## src/verilog/ppdb_pkg.sv

```systemverilog
// Purpose: Shared constants for the pixel processor double-buffered register set.
// Assumes: One clock, synchronous active-high reset.
// Notes:   Register indices and command codes are local to this block.
`default_nettype none
package ppdb_pkg;
  // ****************************************
  // Sizes
  // ****************************************
  localparam int REG_CNT   = 4;
  localparam int IDX_W     = 2;
  localparam int DATA_W    = 16;
  localparam int LAYER_W   = 4;
  localparam int CMD_W     = 4;

  // ****************************************
  // Register indices
  // ****************************************
  localparam logic [IDX_W-1:0] IDX_LAYER  = 2'h0;  // Bits [3:0] layer, bit 4 use flag.
  localparam logic [IDX_W-1:0] IDX_MISC0  = 2'h1;
  localparam logic [IDX_W-1:0] IDX_MISC1  = 2'h2;
  localparam logic [IDX_W-1:0] IDX_MISC2  = 2'h3;
  localparam int               LAYER_LSB  = 0;
  localparam int               ULAY_BIT   = 4;
  localparam logic [DATA_W-1:0] REG_RST   = 16'h0000;
  localparam logic             RSEL_RST   = 1'b0;

  // ****************************************
  // Commands
  // ****************************************
  localparam logic [CMD_W-1:0] CMD_PUT_SINGLE_PIXEL   = 4'h0;
  localparam logic [CMD_W-1:0] CMD_PUT_PIXEL_WORD     = 4'h1;
  localparam logic [CMD_W-1:0] CMD_PUT_PIXEL_FIXED    = 4'h2;
  localparam logic [CMD_W-1:0] CMD_GET_SINGLE_PIXEL   = 4'h3;
  localparam logic [CMD_W-1:0] CMD_EXCHANGE_PIXEL     = 4'h4;
  localparam logic [CMD_W-1:0] CMD_DRAW_LINE          = 4'h5;
  localparam logic [CMD_W-1:0] CMD_DRAW_RECTANGLE     = 4'h6;
  localparam logic [CMD_W-1:0] CMD_DRAW_POLYGON       = 4'h7;
endpackage
`default_nettype wire

```

## src/verilog/ppdb_layer_sel.sv

```systemverilog
// Purpose: Picks the target layer for one pixel address of a drawing command.
// Assumes: Command code and working copy are stable during the command.
// Notes:   Pure combinational leaf used by the register bank.
`default_nettype none
module ppdb_layer_sel
(
  // Command and working copy
  input  wire logic [3:0] cmd,
  input  wire logic       use_layer_register,
  input  wire logic [3:0] target_layer_select,
  // Layer carried in the pixel address
  input  wire logic [3:0] addr_layer,
  // Result
  output logic      [3:0] layer
);
  // ****************************************
  // Selection
  // ****************************************
  // The five pixel-access commands have their own layer path, so the register never applies.
  function automatic logic is_pixel_access(input logic [3:0] c);
    is_pixel_access = (c == ppdb_pkg::CMD_PUT_SINGLE_PIXEL) ||
                      (c == ppdb_pkg::CMD_PUT_PIXEL_WORD) ||
                      (c == ppdb_pkg::CMD_PUT_PIXEL_FIXED) ||
                      (c == ppdb_pkg::CMD_GET_SINGLE_PIXEL) ||
                      (c == ppdb_pkg::CMD_EXCHANGE_PIXEL);
  endfunction

  // Register layer only for area commands with the use flag set.
  always_comb
  begin
    if (is_pixel_access(cmd))
      layer = addr_layer;
    else if (use_layer_register)
      layer = target_layer_select;
    else
      layer = addr_layer;
  end
endmodule
`default_nettype wire

```

## src/verilog/ppdb_regbank.sv

```systemverilog
// Purpose: Double-buffered pixel processor registers with target layer selection.
// Assumes: Host writes and reads through a simple synchronous register port.
// Notes:   Working copies load only when a command starts, never mid-command.
//
// Functional notes
// - Pixel-access commands take their layer only from the pixel address, ignoring the register.
// - Line, rectangle and polygon use the layer register when its use bit is 1.
// - Host writes change only the configuration copy, never the working copy.
// - Hardware copies configuration to working registers in step with command start.
// - Reads return the configuration copy when the read select is 1, else the working copy.
// - The read select resets to 0.
`default_nettype none
module ppdb_regbank
#(
  parameter int DATA_W = ppdb_pkg::DATA_W
)
(
  // Clock and reset
  input  wire logic              clk,
  input  wire logic              srst,
  // Host register port
  input  wire logic              wr_en,
  input  wire logic              rd_en,
  input  wire logic [1:0]        addr,
  input  wire logic [DATA_W-1:0] wdata,
  output logic      [DATA_W-1:0] rdata,
  output logic                   rvalid,
  // Read source setting
  input  wire logic              rsel_wr,
  input  wire logic              rsel_val,
  output logic                   read_source_select,
  // Command execution
  input  wire logic              cmd_start,
  input  wire logic              cmd_done,
  input  wire logic [3:0]        cmd_code,
  input  wire logic              pix_valid,
  input  wire logic [3:0]        pix_addr_layer,
  output logic                   cmd_busy,
  output logic      [3:0]        pix_layer,
  output logic                   pix_layer_valid
);
  // ****************************************
  // Storage
  // ****************************************
  logic [DATA_W-1:0] cfg_q  [ppdb_pkg::REG_CNT];
  logic [DATA_W-1:0] work_q [ppdb_pkg::REG_CNT];
  logic              rsel_q;
  logic              busy_q;
  logic [3:0]        cmd_q;
  logic [3:0]        layer_d;

  // Host writes land only in the configuration copy.
  always_ff @(posedge clk)
  begin
    if (srst)
    begin
      for (int i = 0; i < ppdb_pkg::REG_CNT; i++)
        cfg_q[i] <= ppdb_pkg::REG_RST;
    end
    else if (wr_en)
      cfg_q[addr] <= wdata;
  end

  // Working copy loads at command start only; a busy command keeps its values.
  always_ff @(posedge clk)
  begin
    if (srst)
    begin
      for (int i = 0; i < ppdb_pkg::REG_CNT; i++)
        work_q[i] <= ppdb_pkg::REG_RST;
    end
    else if (cmd_start && !busy_q)
    begin
      for (int i = 0; i < ppdb_pkg::REG_CNT; i++)
        work_q[i] <= cfg_q[i];
    end
  end

  // Command tracking; start is ignored while a command still runs.
  always_ff @(posedge clk)
  begin
    if (srst)
    begin
      busy_q <= 1'b0;
      cmd_q  <= 4'h0;
    end
    else if (cmd_start && !busy_q)
    begin
      busy_q <= 1'b1;
      cmd_q  <= cmd_code;
    end
    else if (cmd_done)
      busy_q <= 1'b0;
  end

  // Read source select.
  always_ff @(posedge clk)
  begin
    if (srst)
      rsel_q <= ppdb_pkg::RSEL_RST;
    else if (rsel_wr)
      rsel_q <= rsel_val;
  end

  // Register reads, one cycle after the request.
  always_ff @(posedge clk)
  begin
    if (srst)
    begin
      rdata  <= '0;
      rvalid <= 1'b0;
    end
    else
    begin
      rvalid <= rd_en;
      if (rd_en)
        rdata <= rsel_q ? cfg_q[addr] : work_q[addr];
    end
  end

  // ****************************************
  // Layer path
  // ****************************************
  // The layer register's fields always come from the working copy.
  ppdb_layer_sel ppdb_layer_sel_i
  (
    .cmd                 (cmd_q),
    .use_layer_register  (work_q[ppdb_pkg::IDX_LAYER][ppdb_pkg::ULAY_BIT]),
    .target_layer_select (work_q[ppdb_pkg::IDX_LAYER][ppdb_pkg::LAYER_LSB +: ppdb_pkg::LAYER_W]),
    .addr_layer          (pix_addr_layer),
    .layer               (layer_d)
  );

  // Registered layer result per pixel address of a running command.
  always_ff @(posedge clk)
  begin
    if (srst)
    begin
      pix_layer       <= 4'h0;
      pix_layer_valid <= 1'b0;
    end
    else
    begin
      pix_layer_valid <= pix_valid && busy_q;
      if (pix_valid && busy_q)
        pix_layer <= layer_d;
    end
  end

  // Status outputs are the flops themselves, so the host never sees a glitch.
  assign read_source_select = rsel_q;
  assign cmd_busy           = busy_q;

  // ****************************************
  // Checks
  // ****************************************
  // Layer choice for each kind of command.
  pixel_layer_a: assert property (@(posedge clk) disable iff (srst)
    (pix_valid && busy_q && cmd_q <= ppdb_pkg::CMD_EXCHANGE_PIXEL)
      |=> pix_layer == $past(pix_addr_layer))
    else $error("Pixel command did not use address layer.");
  area_layer_a: assert property (@(posedge clk) disable iff (srst)
    (pix_valid && busy_q && cmd_q > ppdb_pkg::CMD_EXCHANGE_PIXEL &&
     cmd_q <= ppdb_pkg::CMD_DRAW_POLYGON && work_q[0][ppdb_pkg::ULAY_BIT])
      |=> pix_layer == $past(work_q[0][3:0]))
    else $error("Area command did not use layer register.");
  // A pixel address outside a command must not produce a layer result.
  idle_pixel_a: assert property (@(posedge clk) disable iff (srst)
    !(pix_valid && busy_q) |=> !pix_layer_valid)
    else $error("Pixel result without a running command.");
  // Host writes reach the configuration copy and never the working copy.
  write_cfg_a: assert property (@(posedge clk) disable iff (srst)
    wr_en |=> cfg_q[$past(addr)] == $past(wdata))
    else $error("Configuration copy not written.");
  work_stable_a: assert property (@(posedge clk) disable iff (srst)
    !(cmd_start && !busy_q) |=> $stable(work_q[0]) && $stable(work_q[1]) &&
                                $stable(work_q[2]) && $stable(work_q[3]))
    else $error("Working copy changed outside a command start.");
  // The working copy loads only at an accepted command start.
  load_start_a: assert property (@(posedge clk) disable iff (srst)
    (cmd_start && !busy_q) |=> work_q[1] == $past(cfg_q[1]) && busy_q)
    else $error("Working copy not loaded at command start.");
  load_all_a: assert property (@(posedge clk) disable iff (srst)
    (cmd_start && !busy_q) |=> work_q[0] == $past(cfg_q[0]) && work_q[3] == $past(cfg_q[3]))
    else $error("Working copy not fully loaded at command start.");
  start_refused_a: assert property (@(posedge clk) disable iff (srst)
    (cmd_start && busy_q && !cmd_done) |=> busy_q && $stable(cmd_q))
    else $error("Command start accepted while busy.");
  busy_end_a: assert property (@(posedge clk) disable iff (srst)
    (busy_q && cmd_done) |=> !busy_q)
    else $error("Command did not end after done.");
  // Read path and read source select.
  read_src_a: assert property (@(posedge clk) disable iff (srst)
    (rd_en && !rsel_q) |=> rdata == $past(work_q[addr]))
    else $error("Working copy read mismatch.");
  read_valid_a: assert property (@(posedge clk) disable iff (srst)
    rd_en |=> rvalid)
    else $error("Read answer missing.");
  rsel_write_a: assert property (@(posedge clk) disable iff (srst)
    rsel_wr |=> read_source_select == $past(rsel_val))
    else $error("Read select not loaded.");
  rsel_reset_a: assert property (@(posedge clk)
    srst |=> !rsel_q)
    else $error("Read select not cleared by reset.");
  busy_hold_a: assert property (@(posedge clk) disable iff (srst)
    (busy_q && !cmd_done) |=> $stable(work_q[0]) && $stable(work_q[2]))
    else $error("Working copy changed during a command.");
  read_cfg_a: assert property (@(posedge clk) disable iff (srst)
    (rd_en && rsel_q) |=> rdata == $past(cfg_q[addr]) && rvalid)
    else $error("Configuration copy read mismatch.");
endmodule
`default_nettype wire

```

## config.mk

```make
export PLATFORM = sky130hd
export DESIGN_NAME = ppdb_regbank
export DESIGN_NICKNAME = d
export VERILOG_FILES = /design/src/verilog/ppdb_pkg.sv /design/src/verilog/ppdb_layer_sel.sv /design/src/verilog/ppdb_regbank.sv
export SDC_FILE = /design/constraint.sdc
export NUM_CORES = 1
export LEC_CHECK = 0
export ABC_AREA = 1
export BUFFER_PORTS_ARGS = -buffer_cell sky130_fd_sc_hd__buf_4
export CAP_MARGIN = 25
export CORE_ASPECT_RATIO = 1.75
export CORE_MARGIN = 2
export CORE_UTILIZATION = 60
export CTS_BUF_LIST = sky130_fd_sc_hd__clkbuf_4 sky130_fd_sc_hd__clkbuf_8
export DETAILED_ROUTE_END_ITERATION = 8
export PLACE_DENSITY_LB_ADDON = 0.05
export SLEW_MARGIN = 20
export SYNTH_ARGS = -nofsm -noshare
export SYNTH_HDL_FRONTEND = slang
export SYNTH_HIERARCHICAL = 1
export SYNTH_SLANG_ARGS = --single-unit
```

## constraint.sdc

```tcl
create_clock -name clk -period 15.13 [get_ports clk]
set_input_delay 2.2695 -clock clk [delete_from_list [all_inputs] [get_ports clk]]
set_output_delay 2.2695 -clock clk [all_outputs]
set_load 0.05 [all_outputs]
```

==> metrics.cfg <==
[clock_tree]
clkSlewWorstSetupHoldPaths_ns=0.08
cts_sinks=156
cts-root-buf=clkbuf_8
tritoncts=yes
postCtsSetupBuffers=0
post_cts_resized=0
cts_max_path_buffers=2
htree_levels=4
cts_buffers=17
postCtsHoldBufs=0
clkLatencyLatePin_ns=0.45

[place]
placed_cells=967
place_ws_ns=10.18
dpl.hpwl_um=10600
portBuffers=58
post_dp_cell_area_um2=7610
gp_congestion=0.847

[routing]
remaining_drc_errors=0
ant_nets=0
dr.pass1.iters=6
wirelength_um=15800
vias=5368
routed_wire_length_per_instance_um=15.8
drtIter0Drc=422
viasPerCell=5.37

[logic_synthesis]
ys_async_sr_fraction_pct=0
synth_top_area_share_pct=53.0
synth_edf_count=128
avgSynthCellArea_um2=8.94
yosys_register_bits=156
synthCells=811
syn-cell-area_um2=7250
ys.warnings.count=6
synth_largest_area_cell=edfxtp_1
synth.area.top_cells=edfxtp_1 53%, nand2_1 8.9%, dfxtp_1 7.7%
syn_nets=846
synth_ff_type=edfxtp_1
yosysUniqueCellTypes=23
seq_area_frac_synth_pct=60.7

[critical_path]
rrSetupSlack_ns=13.27
slowest_stage=o21ai_1
max_stage_delay_ns=0.68
cp_common_cell=buf_4
cp.arrival_ns=4.66
cp_max_fo=77
worstSetupEndpointType=register
r2r_cells=5
required_ns=15.29
crit_buf_inv=3
r2r_start=read_source_select
rr_endpoint=rdata[0]
cp_top_family=buffers and inverters
critPathLaunchType=input port
critical_path.cell_chain=buf_4 > inv_4 > nand2_2 > o21ai_1 > buf_4
critPathKind=input port to register

[timing]
worst_pin_slew_ns=0.858
setup_slack_ns=10.64
slew_violations=0
setup_viol=0
max_freq_ghz=0.223
rsz0062_at_grt=no
finalClockSkew_ns=0.0124
max_slew_margin_pct=42.8
fin_crit_ns=4.49
setup_tns_ns=0
period_share_pct=29.7
finalHoldViolations=0

[cells_and_area]
fin_area_um2=8000
final_nets=885
final_core_util_pct=67.0
final_layout_size_suffix_gt1_share_pct=12.7
antenna_cells=0
final_common_cell=nand2_1
layout.cells.non_filler=1000
syn_to_final_growth_pct=10.3
most-common-layout-cells=171 x nand2_1, 149 x nor2_1, 128 x edfxtp_1, 127 x inv_1, 90 x nand3_1

[pwr]
vdd_drop_max_v=0.000104
p_leak_nw=3.60
power.density_nw_per_um2=116

[worst_hold_path]
hold_path_end=rdata[4]
hp-class=register to register
hold_start=rdata[4]
hold_depth=2

[global_routing]
grt_pass1_wl_um=25300
antenna_found_initial=0
grt_remaining_overflow=0
grt_max_degree=78
grtUsageTotal_pct=25.7
grt_pass1_vias=5123

[floorplanning]
rows=53
fp.dieW_um=87.1
start_util_pct=60.7
die_h_um=149
pin_count=59
die_area_um2=13000
core_area_um2=11900

[status]
outcome=finished, final reports clean

[job]
max-cap-violations=0

==> synthesized netlist by cell type, types with 7 or more instances <==
master / number
o211ai_1: 11
nor2_1: 149
a21oi_1: 17
buf_6: 13
nand3_1: 90
edfxtp_1: 128
inv_1: 127
nand2_1: 172
o21ai_0: 11
nor3_1: 16
clkbuf_1: 7
buf_2: 18
dfxtp_1: 28
==> logic make-up (layout without fill, tap and decap cells) <==
logic type | count (synthesis) | in the layout | synth area share, %
compound gates | 41 | 41 | 3.30
buf+inv | 177 | 229 | 11.1
flops | 156 | 156 | 60.7
simple gates | 437 | 437 | 24.8
==> registers in the layout (all words and copies together), names as in the netlist <==
name,cells
rvalid,1
read_source_select,1
cmd_q,4
cmd_busy,1
cfg_q,64
pix_layer_valid,1
work_q,64
pix_layer,4
rdata,16
==> worst min-delay path, stage by stage (launching register included) <==
cell     delay (ns)
dfxtp_1        0.31
nand2_1        0.06
a21oi_1        0.05
==> worst max-delay path by stage <==
stage               cells after the start  startpoint      endpoint  slack [ns]
CTS                                     5     addr[0]  cfg_q[2][14]       10.66
global route                            5     addr[0]   cfg_q[2][2]       10.50
detailed placement                      5     addr[0]   cfg_q[2][5]       10.18
floorplan                               2   cmd_start  work_q[0][0]        7.59
finish                                  5     addr[0]  cfg_q[2][10]       10.64
global placement                        5     addr[0]  cfg_q[2][10]       10.27
==> power breakdown <==
| group | leakage, nW | switching, mW | internal (mW) |
|---|---|---|---|
| logic | 1.86 | 0.0800 | 0.0343 |
| clock network | 0.190 | 0.162 | 0.135 |
| registers | 1.55 | 0.0148 | 0.500 |
==> through the flow <==
stage	hold slack (ns)	power, mW
2_1_floorplan	0.470	0.605
3_3_place_gp	0.455	0.635
5_1_grt	0.497	0.963
4_1_cts	0.470	0.929
6_report	0.468	0.925
3_5_place_dp	0.458	0.638
==> routing by layer <==
layer | vias to the layer above | GRT usage, % | wire (um)
li1 | 2646 | - | -
met1 | 2524 | 34.8 | 6680
met2 | 177 | 42.3 | 8000
met3 | 21 | 4.58 | 817
met4 | 0 | 7.54 | 252
met5 | - | 0 | 0
==> area by class of cell <==
type / count / area (um^2)
multi-input combinational: 478 / 2060
clock inverter: 14 / 134
sequential: 156 / 4400
fill: 1004 / 3940
inverter: 133 / 502
timing repair buffer: 64 / 488
tap: 137 / 171
clock buffer: 18 / 241
(Power assumes the default switching activity.)
